--- src/ssadc_pkg.sv ---
// package of constants and types for the single slope converter timer
package ssadc_pkg;

  // ==========================================================
  // register map (word index on the plain register port)
  localparam logic [3:0] OFF_MODE_CTRL  = 4'h0;
  localparam logic [3:0] OFF_SYNC_WIDTH = 4'h1;
  localparam logic [3:0] OFF_TRIM       = 4'h2;
  localparam logic [3:0] OFF_RESULT1    = 4'h3;
  localparam logic [3:0] OFF_RESULT2    = 4'h4;
  localparam logic [3:0] OFF_RESULT3    = 4'h5;
  localparam logic [3:0] OFF_RESULTAUX  = 4'h6;
  localparam logic [3:0] OFF_STATUS     = 4'h7;

  // ==========================================================
  // mode control fields
  localparam int MODE_RATE_BIT  = 7;
  localparam int MODE_AUXHI_BIT = 5;
  localparam int MODE_AUXMD_BIT = 1;
  localparam int MODE_AUXLO_BIT = 0;
  localparam int MODE_DOUBLE_BIT = 9;

  // ==========================================================
  // reset values and widths
  localparam logic [15:0] MODE_RESET       = 16'h0000;
  localparam logic [15:0] SYNC_WIDTH_RESET = 16'h0028;
  localparam logic [2:0]  TRIM_RESET       = 3'h0;
  localparam logic [11:0] COUNT_SAT        = 12'hFFF;
  localparam logic [2:0]  AUX_CAL_CODE     = 3'h3;
  localparam int          NUM_CHAN         = 4;

  // ==========================================================
  // timing: core clock 10 MHz
  localparam int CORE_PERIOD_NS = 100;

  typedef enum logic [1:0]
  {
    ST_IDLE  = 2'b00,
    ST_RESET = 2'b01,
    ST_RAMP  = 2'b11
  } ramp_state_type;

  typedef struct packed
  {
    logic [3:0]  addr;
    logic [15:0] wdata;
    logic        wr;
    logic        rd;
  } reg_req_type;

endpackage

--- src/ramp_timer.sv ---
// shared ramp timer with rate select and saturation
`timescale 1ns/100ps

module ramp_timer
  import ssadc_pkg::*;
#(
  parameter int CNT_W = 12
)
(
  input  wire logic             core_clk,
  input  wire logic             nrst,
  input  wire logic             clkEn,
  input  wire logic             clear,
  input  wire logic             fastRate,
  output logic      [CNT_W-1:0] count
);

  logic [CNT_W-1:0] count_r;
  logic [CNT_W-1:0] count_nxt;
  logic             phase_r;
  logic             phase_nxt;

  // ==========================================================
  // counting
  always_comb
  begin
    count_nxt = count_r;
    phase_nxt = ~phase_r;
    if (clear)
    begin
      count_nxt = '0; // RL13
      phase_nxt = 1'b0;
    end
    else if ((fastRate || phase_r) && count_r != COUNT_SAT) // RL5 RL6
    begin
      count_nxt = count_r + 1'b1; // RL1
    end
  end

  always_ff @(posedge core_clk)
  begin
    if (!nrst)
    begin
      count_r <= '0;
      phase_r <= 1'b0;
    end
    else if (clkEn)
    begin
      count_r <= count_nxt;
      phase_r <= phase_nxt;
    end
  end

  assign count = count_r;

  chk_count_saturate : assert property ( // RL6
    @(posedge core_clk) disable iff (!nrst)
    clkEn && !clear && count_r == COUNT_SAT |=> count_r == COUNT_SAT)
    else $error("timer passed saturation");
  chk_slow_rate : assert property ( // RL5
    @(posedge core_clk) disable iff (!nrst)
    clkEn && !clear && !fastRate && !phase_r |=> $stable(count_r))
    else $error("slow rate counted on even phase");

endmodule

--- src/ssadc_timer.sv ---
// single slope converter control: sync, capture, mux and trim
//
// The register addresses and the plain strobed port are this design's own decisions.
`timescale 1ns/100ps

// Behaviour
// RL1 - each conversion is the elapsed count of a 12-bit timer kept as result.
// RL2 - the sync pulse resets the ramp and starts each conversion cycle.
// RL3 - the sync pulse width comes from a programmable width register.
// RL4 - four comparators share one timer, each latching its own result.
// RL5 - rate bit clear counts at half core rate, set counts at core rate.
// RL6 - the count saturates at 4095.
// RL7 - double update mode halves the effective period for the count limit.
// RL8 - auxiliary select is bits 5, 1, 0 with code 011 the reference.
// RL9 - a 3-bit trim sets the ramp current, resetting to zero.
// RL10 - a channel that never trips in a cycle reads as zero.
// RL11 - all four channels convert together in the same ramp cycle.
// RL12 - a result captured while still acquiring has its low bit forced high.
// RL13 - the timer holds at zero during the sync pulse and counts after it.
module ssadc_timer
  import ssadc_pkg::*;
#(
  parameter int CNT_W = 12
)
(
  input  wire logic                 core_clk,
  input  wire logic                 nrst,
  input  wire logic                 clkEn,
  input  wire logic                 periodStart,
  input  wire logic [NUM_CHAN-1:0]  compTrip,
  input  wire logic [NUM_CHAN-1:0]  chanAcquiring,
  input  wire ssadc_pkg::reg_req_type regReq,
  output logic      [15:0]          regRdata,
  output logic                      period_sync_pulse,
  output logic                      rampReset,
  output logic      [2:0]           ramp_current_trim,
  output logic      [2:0]           auxSelect,
  output logic                      timer_rate_select
);
  import ssadc_pkg::*;

  logic [15:0]          mode_control_reg_r, mode_control_reg_nxt;
  logic [15:0]          syncWidth_r, syncWidth_nxt;
  logic [2:0]           trim_r, trim_nxt;
  logic [15:0]          rdata_r, rdata_nxt;
  logic [CNT_W-1:0]     result_r [NUM_CHAN];
  logic [CNT_W-1:0]     result_nxt [NUM_CHAN];
  logic [NUM_CHAN-1:0]  tripped_r, tripped_nxt;
  logic [15:0]          syncCnt_r, syncCnt_nxt;
  ramp_state_type       state_r, state_nxt;
  logic                 sync_r, sync_nxt;
  logic                 rst_r, rst_nxt;
  logic [2:0]           aux_r, aux_nxt;
  logic                 rate_r, rate_nxt;
  logic [CNT_W-1:0]     count;
  logic                 timerClear;

  // ==========================================================
  // shared timer
  // clear on both sides of the pulse: the first ramp cycle reads zero
  assign timerClear = (state_r != ST_RAMP) || (state_nxt != ST_RAMP); // RL13

  ramp_timer #(.CNT_W(CNT_W)) timerInst
  (
    .core_clk (core_clk),
    .nrst     (nrst),
    .clkEn    (clkEn),
    .clear    (timerClear),
    .fastRate (mode_control_reg_r[MODE_RATE_BIT]),
    .count    (count)
  );

  // ==========================================================
  // sync pulse sequencing
  always_comb
  begin
    state_nxt   = state_r;
    syncCnt_nxt = syncCnt_r;
    sync_nxt    = 1'b0;
    case (state_r)
      ST_IDLE, ST_RAMP:
      begin
        if (periodStart) // RL2
        begin
          state_nxt   = ST_RESET;
          syncCnt_nxt = syncWidth_r; // RL3
          sync_nxt    = 1'b1;
        end
      end
      ST_RESET:
      begin
        if (syncCnt_r <= 16'h0001)
        begin
          state_nxt = ST_RAMP;
        end
        else
        begin
          syncCnt_nxt = syncCnt_r - 16'h0001;
          sync_nxt    = 1'b1;
        end
      end
      default:
      begin
        state_nxt = ST_IDLE;
      end
    endcase
    rst_nxt = sync_nxt; // RL2
  end

  // ==========================================================
  // result capture per channel
  // the limit of a cycle is the next sync, so double update mode (shorter
  // period of sync pulses) shortens the reachable count on its own
  for (genvar c = 0; c < NUM_CHAN; c++)
  begin : g_chan
    always_comb
    begin
      result_nxt[c]  = result_r[c];
      tripped_nxt[c] = tripped_r[c];
      if (state_r == ST_RAMP && state_nxt == ST_RESET)
      begin
        tripped_nxt[c] = 1'b0;
        if (!tripped_r[c])
        begin
          result_nxt[c] = '0; // RL10 RL7
        end
      end
      else if (state_r == ST_RAMP && compTrip[c] && !tripped_r[c])
      begin
        tripped_nxt[c] = 1'b1; // RL4 RL11
        result_nxt[c]  = count; // RL1
        if (chanAcquiring[c])
        begin
          result_nxt[c][0] = 1'b1; // RL12
        end
      end
    end
  end

  // ==========================================================
  // register port
  always_comb
  begin
    mode_control_reg_nxt  = mode_control_reg_r;
    syncWidth_nxt = syncWidth_r;
    trim_nxt      = trim_r;
    rdata_nxt     = 16'h0000;
    if (regReq.wr)
    begin
      if (regReq.addr == OFF_MODE_CTRL)
        mode_control_reg_nxt = regReq.wdata;
      else if (regReq.addr == OFF_SYNC_WIDTH)
        syncWidth_nxt = regReq.wdata; // RL3
      else if (regReq.addr == OFF_TRIM)
        trim_nxt = regReq.wdata[2:0]; // RL9
    end
    if (regReq.rd)
    begin
      if (regReq.addr == OFF_MODE_CTRL)
        rdata_nxt = mode_control_reg_r;
      else if (regReq.addr == OFF_SYNC_WIDTH)
        rdata_nxt = syncWidth_r;
      else if (regReq.addr == OFF_TRIM)
        rdata_nxt = {13'h0, trim_r};
      else if (regReq.addr == OFF_RESULT1)
        rdata_nxt = {4'h0, result_r[0]};
      else if (regReq.addr == OFF_RESULT2)
        rdata_nxt = {4'h0, result_r[1]};
      else if (regReq.addr == OFF_RESULT3)
        rdata_nxt = {4'h0, result_r[2]};
      else if (regReq.addr == OFF_RESULTAUX)
        rdata_nxt = {4'h0, result_r[3]};
      else if (regReq.addr == OFF_STATUS)
        rdata_nxt = {10'h0, state_r, tripped_r};
    end
    aux_nxt = {mode_control_reg_nxt[MODE_AUXHI_BIT], mode_control_reg_nxt[MODE_AUXMD_BIT],
               mode_control_reg_nxt[MODE_AUXLO_BIT]}; // RL8
    rate_nxt = mode_control_reg_nxt[MODE_RATE_BIT]; // RL5
  end

  // ==========================================================
  // registers
  always_ff @(posedge core_clk)
  begin
    if (!nrst)
    begin
      mode_control_reg_r  <= MODE_RESET;
      syncWidth_r <= SYNC_WIDTH_RESET;
      trim_r      <= TRIM_RESET; // RL9
      rdata_r     <= 16'h0000;
      state_r     <= ST_IDLE;
      syncCnt_r   <= 16'h0000;
      sync_r      <= 1'b0;
      rst_r       <= 1'b0;
      aux_r       <= 3'h0;
      rate_r      <= 1'b0;
      tripped_r   <= '0;
      for (int i = 0; i < NUM_CHAN; i++)
        result_r[i] <= '0;
    end
    else if (clkEn)
    begin
      mode_control_reg_r  <= mode_control_reg_nxt;
      syncWidth_r <= syncWidth_nxt;
      trim_r      <= trim_nxt;
      rdata_r     <= rdata_nxt;
      state_r     <= state_nxt;
      syncCnt_r   <= syncCnt_nxt;
      sync_r      <= sync_nxt;
      rst_r       <= rst_nxt;
      aux_r       <= aux_nxt;
      rate_r      <= rate_nxt;
      tripped_r   <= tripped_nxt;
      for (int i = 0; i < NUM_CHAN; i++)
        result_r[i] <= result_nxt[i];
    end
  end

  assign regRdata          = rdata_r;
  assign period_sync_pulse = sync_r;
  assign rampReset         = rst_r;
  assign ramp_current_trim = trim_r;
  assign auxSelect         = aux_r;
  assign timer_rate_select = rate_r;

  // ==========================================================
  // checks
  chk_sync_start : assert property ( // RL2
    @(posedge core_clk) disable iff (!nrst)
    clkEn && periodStart && state_r != ST_RESET |=> sync_r && rst_r)
    else $error("sync pulse did not start");
  chk_timer_held : assert property ( // RL13
    @(posedge core_clk) disable iff (!nrst)
    sync_r |-> count == '0)
    else $error("timer ran during sync");
  chk_capture_val : assert property ( // RL1 RL4
    @(posedge core_clk) disable iff (!nrst)
    clkEn && state_r == ST_RAMP && state_nxt == ST_RAMP && compTrip[0]
    && !tripped_r[0] && !chanAcquiring[0]
    |=> result_r[0] == $past(count))
    else $error("channel one capture wrong");
  chk_capture_aux : assert property ( // RL11
    @(posedge core_clk) disable iff (!nrst)
    clkEn && state_r == ST_RAMP && state_nxt == ST_RAMP && compTrip[3]
    && !tripped_r[3] |=> tripped_r[3])
    else $error("aux channel missed its trip");
  chk_invalid_lsb : assert property ( // RL12
    @(posedge core_clk) disable iff (!nrst)
    clkEn && state_r == ST_RAMP && state_nxt == ST_RAMP && compTrip[1]
    && !tripped_r[1] && chanAcquiring[1] |=> result_r[1][0])
    else $error("acquiring result lacks low bit");
  chk_no_trip_zero : assert property ( // RL10 RL7
    @(posedge core_clk) disable iff (!nrst)
    clkEn && state_r == ST_RAMP && state_nxt == ST_RESET && !tripped_r[2]
    |=> result_r[2] == '0)
    else $error("untripped channel not zero");
  chk_width_hold : assert property ( // RL3
    @(posedge core_clk) disable iff (!nrst)
    clkEn && state_r == ST_RESET && syncCnt_r > 16'h0001 |=> sync_r)
    else $error("sync pulse ended early");
  chk_aux_code : assert property ( // RL8
    @(posedge core_clk) disable iff (!nrst)
    clkEn && regReq.wr && regReq.addr == OFF_MODE_CTRL
    |=> auxSelect == {$past(regReq.wdata[5]), $past(regReq.wdata[1:0])})
    else $error("aux select not from mode bits");
  chk_trim_write : assert property ( // RL9
    @(posedge core_clk) disable iff (!nrst)
    clkEn && regReq.wr && regReq.addr == OFF_TRIM
    |=> ramp_current_trim == $past(regReq.wdata[2:0]))
    else $error("trim not written");
  // a start inside the pulse would shorten the ramp discharge
  chk_start_refused : assert property ( // RL2
    @(posedge core_clk) disable iff (!nrst)
    clkEn && state_r == ST_RESET && syncCnt_r > 16'h0001
    |=> state_r == ST_RESET)
    else $error("period start cut the sync pulse");
  chk_width_load : assert property ( // RL3
    @(posedge core_clk) disable iff (!nrst)
    clkEn && periodStart && state_r != ST_RESET
    |=> syncCnt_r == $past(syncWidth_r))
    else $error("sync width not loaded");
  chk_width_end : assert property ( // RL3
    @(posedge core_clk) disable iff (!nrst)
    clkEn && state_r == ST_RESET && syncCnt_r <= 16'h0001
    |=> !sync_r && state_r == ST_RAMP)
    else $error("sync pulse ran too long");
  // every channel of a cycle must share the same zero
  chk_timer_origin : assert property ( // RL13
    @(posedge core_clk) disable iff (!nrst)
    clkEn && state_r == ST_RESET && syncCnt_r <= 16'h0001
    |=> count == '0)
    else $error("timer not at zero on ramp start");
  chk_trip_once : assert property ( // RL4
    @(posedge core_clk) disable iff (!nrst)
    clkEn && state_r == ST_RAMP && state_nxt == ST_RAMP && tripped_r[2]
    |=> $stable(result_r[2]))
    else $error("second trip overwrote result");
  chk_aux_value : assert property ( // RL11
    @(posedge core_clk) disable iff (!nrst)
    clkEn && state_r == ST_RAMP && state_nxt == ST_RAMP && compTrip[3]
    && !tripped_r[3] && !chanAcquiring[3] |=> result_r[3] == $past(count))
    else $error("aux channel capture wrong");
  chk_flags_clear : assert property ( // RL10
    @(posedge core_clk) disable iff (!nrst)
    clkEn && state_r == ST_RAMP && state_nxt == ST_RESET
    |=> tripped_r == '0)
    else $error("trip flags kept over a new cycle");
  chk_idle_hold : assert property ( // RL4
    @(posedge core_clk) disable iff (!nrst)
    clkEn && state_r != ST_RAMP
    |=> $stable(result_r[0]))
    else $error("result changed outside the ramp");
  chk_rate_write : assert property ( // RL5
    @(posedge core_clk) disable iff (!nrst)
    clkEn && regReq.wr && regReq.addr == OFF_MODE_CTRL
    |=> timer_rate_select == $past(regReq.wdata[MODE_RATE_BIT]))
    else $error("rate select not from mode bit");
  chk_trim_hold : assert property ( // RL9
    @(posedge core_clk) disable iff (!nrst)
    clkEn && !(regReq.wr && regReq.addr == OFF_TRIM)
    |=> $stable(ramp_current_trim))
    else $error("trim changed without a write");
  chk_frozen_state : assert property ( // RL13
    @(posedge core_clk) disable iff (!nrst)
    !clkEn
    |=> $stable(state_r) && $stable(syncCnt_r) && $stable(count))
    else $error("state moved with clock enable low");

endmodule

--- config.mk ---
export PLATFORM = sky130hd
export DESIGN_NAME = ssadc_timer
export DESIGN_NICKNAME = d
export VERILOG_FILES = /design/src/ssadc_pkg.sv /design/src/ramp_timer.sv /design/src/ssadc_timer.sv
export SDC_FILE = /design/constraint.sdc
export NUM_CORES = 1
export LEC_CHECK = 0
export ABC_AREA = 1
export BUFFER_PORTS_ARGS = -buffer_cell sky130_fd_sc_hd__buf_2
export CORE_ASPECT_RATIO = 0.5
export CORE_UTILIZATION = 52
export DETAILED_ROUTE_END_ITERATION = 16
export PLACE_DENSITY = 0.81
export SLEW_MARGIN = 25
export SYNTH_ARGS = -nofsm -noshare
export SYNTH_HDL_FRONTEND = slang
export SYNTH_HIERARCHICAL = 1
export SYNTH_SLANG_ARGS = --single-unit
--- constraint.sdc ---
create_clock -name core_clk -period 3.73 [get_ports core_clk]
set_clock_uncertainty 0.05 [all_clocks]
set_input_delay 0.5595 -clock core_clk [delete_from_list [all_inputs] [get_ports core_clk]]
set_output_delay 0.5595 -clock core_clk [all_outputs]
set_load 0.005 [all_outputs]
# After elaboration in Yosys (flattened, before gate mapping)
# Memories as Yosys holds them, arrays and structs flattened.
# Cells that the tools add are included.
[word_totals]
mem_bits_rw = 48
memories = 1
output_inout_bits = 25
wordCells = 131
ff_bits = 91
[memory_table]
columns = ["name", "words", "width", "rd", "rd_ports_with_merged_regs", "write_ports", "line", "source"]
rows = [
  ["result_r", 4, 12, 4, 0, 4, "ssadc_timer.sv:46", "logic [CNT_W-1:0] result_r [NUM_CHAN];"],
]
[classes]
addsub = 2
mux = 55
eq_ne = 15
reduce_logical = 34
magnitude_cmp = 1
bitwise = 7
[op_table]
columns = ["cell", "count"]
rows = [
  ["12-bit two-way mux", 23],
  ["16-bit two-way mux", 5],
  ["16-bit case mux with 2 select lines", 1],
  ["1-bit two-way mux", 19],
  ["4-bit by 3-bit == test with 1-bit output (second input constant)", 4],
  ["16-bit by 1-bit <= comparator with 1-bit output (second input constant)", 1],
  ["8-bit two-way mux", 2],
  ["16-bit by 1-bit subtractor with 16-bit output (second input constant)", 1],
  ["12-bit by 1-bit adder with 12-bit output (second input constant)", 1],
  ["12-bit != test (second input constant)", 1],
  ["2-bit nonzero test", 6],
  ["1-bit logical AND", 10],
  ["2-bit AND reduction", 5],
  ["4-bit by 2-bit == test with 1-bit output (second input constant)", 2],
  ["2-bit != test (second input constant)", 4],
  ["4-bit AND reduction", 2],
  ["6-bit two-way mux", 1],
  ["5-bit AND reduction", 1],
  ["2-bit by 1-bit == test with 1-bit output (second input constant)", 2],
  ["4-bit by 1-bit == test with 1-bit output (second input constant)", 1],
  ["1-bit zero test", 4],
  ["4-bit zero test", 1],
  ["2-bit two-way mux", 2],
  ["1-bit OR", 4],
  ["other kinds (8)", 11],
]

# Longest topological paths before layout
[logic_depth]
ltp_word = 10
mapped_depth = 14
depth_no_buf = 13

# Modules after synthesis
# The synthesis kept the hierarchy.
[by_module_without_submodules]
columns = ["mod", "cells_per_inst", "area_each_um2", "n_inst"]
rows = [
  ["ssadc_timer", 735, 5896.9, 1],
  ["ramp_timer", 140, 873.3, 1],
]

# Worst setup path after synthesis
# OpenSTA, ideal clock, no wires.
[synth_path]
kind = "flip-flop to flip-flop"
from = "register, netlist name state_r[0]"
to = "memory result_r[2][0], enable pin"
path_stages_with_launch = 11
t_arrival_ns = 2.378
required_time_ns = 3.282
path_slack_ns = 0.904
n_path_buf = 0
setup_ns = 0.398
path_cell_list = "dfxtp_1 > inv_1 > ha_1 > inv_1 > a21oi_1 > o21ai_0 > nor2_1 > nand2_4 > nand2_1 > nand2_1 > o21ai_0"
[synth_rtl]
columns = ["element", "line"]
rows = [
  ["end, declared", "ssadc_timer.sv:46"],
]

==> results.json <==
{
  "slew_headroom_pct": 37.61,
  "switching_share_pct": 26.89,
  "viasPerCell": 5.354,
  "drive_gt1_share_pct": 16.79,
  "timing.reg2reg.setup_slack_ns": 1.02,
  "cts_resized": 0,
  "synth_area_leader_cell": "dfxtp_1",
  "end_kind": "flop",
  "route.antenna.remaining_nets": 0,
  "seqPwrFrac_pct": 43.9,
  "row_count": 29,
  "synthTopCellsByCount": "nand2_1, inv_1, dfxtp_1, nor2_1",
  "synth.distinct_cells": 40,
  "h-tree-depth": 4,
  "p_leak_nw": 3.197,
  "clock.fmax_ghz": 0.3686,
  "vias": 5916,
  "tightest_slew_ns": 0.9301,
  "cp_max_fo": 12,
  "syn_nets": 915,
  "syn-mean-instance-area_um2": 7.737,
  "fin_ws_ns": 1.017,
  "grt_pass1_wl_mm": 26.17,
  "required_ns": 3.75,
  "hold_buffers": 0,
  "final_nets": 962,
  "die_area_um2": 13510,
  "clock-sinks": 135,
  "synthMostInstantiatedCell": "nand2_1",
  "synth_warnings": 6,
  "portBuffers": 58,
  "comb_power_share_pct": 12.2,
  "num_antenna_cells": 0,
  "critical_path.startpoint": "state_r[0]$_SDFFE_PN0P_",
  "rsz0062_at_grt": "false",
  "synth_area_um2": 6770,
  "rr_startpoint": "state_r[0]$_SDFFE_PN0P_",
  "die_x_um": 163.4,
  "status": "finished clean",
  "whs_endpoint": "syncWidth_r[3]$_SDFFE_PN1P_",
  "grt.total_usage_pct": 25.30,
  "synth_edf_count": 48,
  "grt_pass1_vias": 5385,
  "detail_route.first_pass.iterations": 6,
  "ios": 59,
  "synth-seq-cells": 135,
  "finalSetupViolCount": 0,
  "syn-instance-count": 875,
  "place_ws_ns": 1.060,
  "hold_depth": 3,
  "tns_ns": 0,
  "drv_cap": 0,
  "power_switching_w": 0.0009860,
  "drcViolationCount": 0,
  "totalWireLength_mm": 16.29,
  "criticalPathCategory": "flop to flop",
  "die_h_um": 82.69,
  "peakVddDrop_mv": 0.3404,
  "p_int_w": 0.002680,
  "root_buffer": "clkbuf_16",
  "dp_hpwl_mm": 11.51,
  "clock_latency_ns": 0.42,
  "numCtsBuffers": 17,
  "crit_arrival_ns": 2.73,
  "start_kind": "flop",
  "finalCriticalPeriod_ns": 2.713,
  "clock_power_share_pct": 43.9,
  "async_flop_share_pct": 0,
  "initial_core_util_pct": 53.46,
  "overflow": 0,
  "hold_class": "input pin to flop",
  "wl_per_cell_um": 14.74,
  "post-cts-setup-buffers": 0,
  "drtIter0Drc": 518,
  "ys.flop_type": "dfxtp_1",
  "antenna_found_initial": 0,
  "drv_slew": 0,
  "path_clk_slew_ns": 0.06,
  "synth.area.top_cells": "dfxtp_1, edfxtp_1, nand2_1",
  "clk_path_buf_depth": 2,
  "power_density_nw_per_um2": 477.7,
  "place.gp.congestion": 0.9209,
  "grt_max_degree": 46,
  "worstReg2RegEnd": "result_r[3][6]$_SDFFCE_PP0P_",
  "reg2reg_depth": 10,
  "area_delta_synth_final_pct": 13.36,
  "hp-start": "regReq[5]",
  "hold_viol_final": 0,
  "filler_cell_count": 1101,
  "finalCritPeriodShare_pct": 72.72,
  "core-area_um2": 12660,
  "yosysTopAreaCellShare_pct": 25.73,
  "yosysSeqAreaShare_pct": 47.02,
  "cts_tree": "built"
}
cells by family (layout without fill, tap and decap cells):
| kind of cell | count (synthesis) | after routing | synth area share [%] |
|---|---|---|---|
| DFF | 135 | 135 | 47.02 |
| and+or+nand+nor | 400 | 400 | 27.98 |
| adders and majority gates | 6 | 6 | 1.109 |
| buffers and inverters | 149 | 209 | 9.388 |
| AOI/OAI and AO/OA | 182 | 182 | 14.12 |
| xor gates and xnor gates | 3 | 3 | 0.3882 |
final cells by class:
type	instances	area, um^2	area share, %
inverters	114	427.9	5.575
clock inverters	9	63.81	0.8314
multi-input cells	591	2952	38.46
repair buffers	63	327.8	4.271
flip-flops and latches	135	3183	41.47
well taps	170	212.7	2.771
clock buffers	23	508.0	6.619
state kept, by name, indices dropped and copies added (netlist names):
signal,cells
mode_control_reg_r,16
timerInst/phase_r,1
syncCnt_r,16
regRdata,16
result_r,48
timerInst/count,12
state_r,2
syncWidth_r,16
tripped_r,4
rampReset,1
ramp_current_trim,3
critical path, stage by stage, from the launching register on:
cell and delay, ns:
dfxtp_1 0.41, inv_1 0.08, ha_1 0.37, inv_1 0.08, a21oi_1 0.11, o21ai_0 0.14
nor2_1 0.28, nand3_1 0.25, nand2_1 0.14, o21ai_0 0.10, nand2_1 0.35
per-layer routing:
layer,track usage (%),vias up,routed length [um]
li1,-,2932,-
met1,31.76,2736,7059
met2,43.86,216,7785
met3,4.845,32,1107
met4,9.626,0,332
met5,0,-,0
layout by cell type, fill, tap and decap left out, types with 17 or more instances in the layout:
| cell | count |
|---|---|
| a21oi_1 | 75 |
| buf_2 | 58 |
| clkbuf_16 | 17 |
| dfxtp_1 | 87 |
| edfxtp_1 | 48 |
| inv_1 | 107 |
| nand2_1 | 200 |
| nand3_1 | 51 |
| nor2_1 | 83 |
| o21ai_0 | 75 |
stage by stage:
step / power, W / util [%] / hold slack [ns] / area [um^2] / std cells
floorplan: 0.001969 / - / 0.3705 / 6770 / 875
global placement: 0.002065 / 56.09 / 0.3788 / 7103 / 1073
detailed placement: 0.002076 / 56.09 / 0.3931 / 7103 / 1073
CTS: 0.003657 / 60.61 / 0.3234 / 7675 / 1105
global route: 0.003805 / 60.61 / 0.3373 / 7675 / 1105
finish: 0.003666 / 60.61 / 0.3290 / 7675 / 1105
power groups by stage:
stage | Combinational (W) | Clock (W) | Sequential, W
finish | 0.000447 | 0.00161 | 0.00161
global route | 0.000499 | 0.00169 | 0.00162
CTS | 0.000442 | 0.00161 | 0.00161
detailed placement | 0.000435 | 0 | 0.00164
global placement | 0.000426 | 0 | 0.00164
floorplan | 0.000337 | 0 | 0.00163
worst max path at each step:
stage | to | cells after the start
floorplan | result_r[2][0]$_SDFFCE_PP0P_ | 10
global placement | result_r[0][11]$_SDFFCE_PP0P_ | 10
detailed placement | result_r[3][7]$_SDFFCE_PP0P_ | 10
CTS | result_r[3][6]$_SDFFCE_PP0P_ | 10
global route | result_r[3][7]$_SDFFCE_PP0P_ | 10
finish | result_r[3][6]$_SDFFCE_PP0P_ | 10
(Power assumes the default switching activity.)
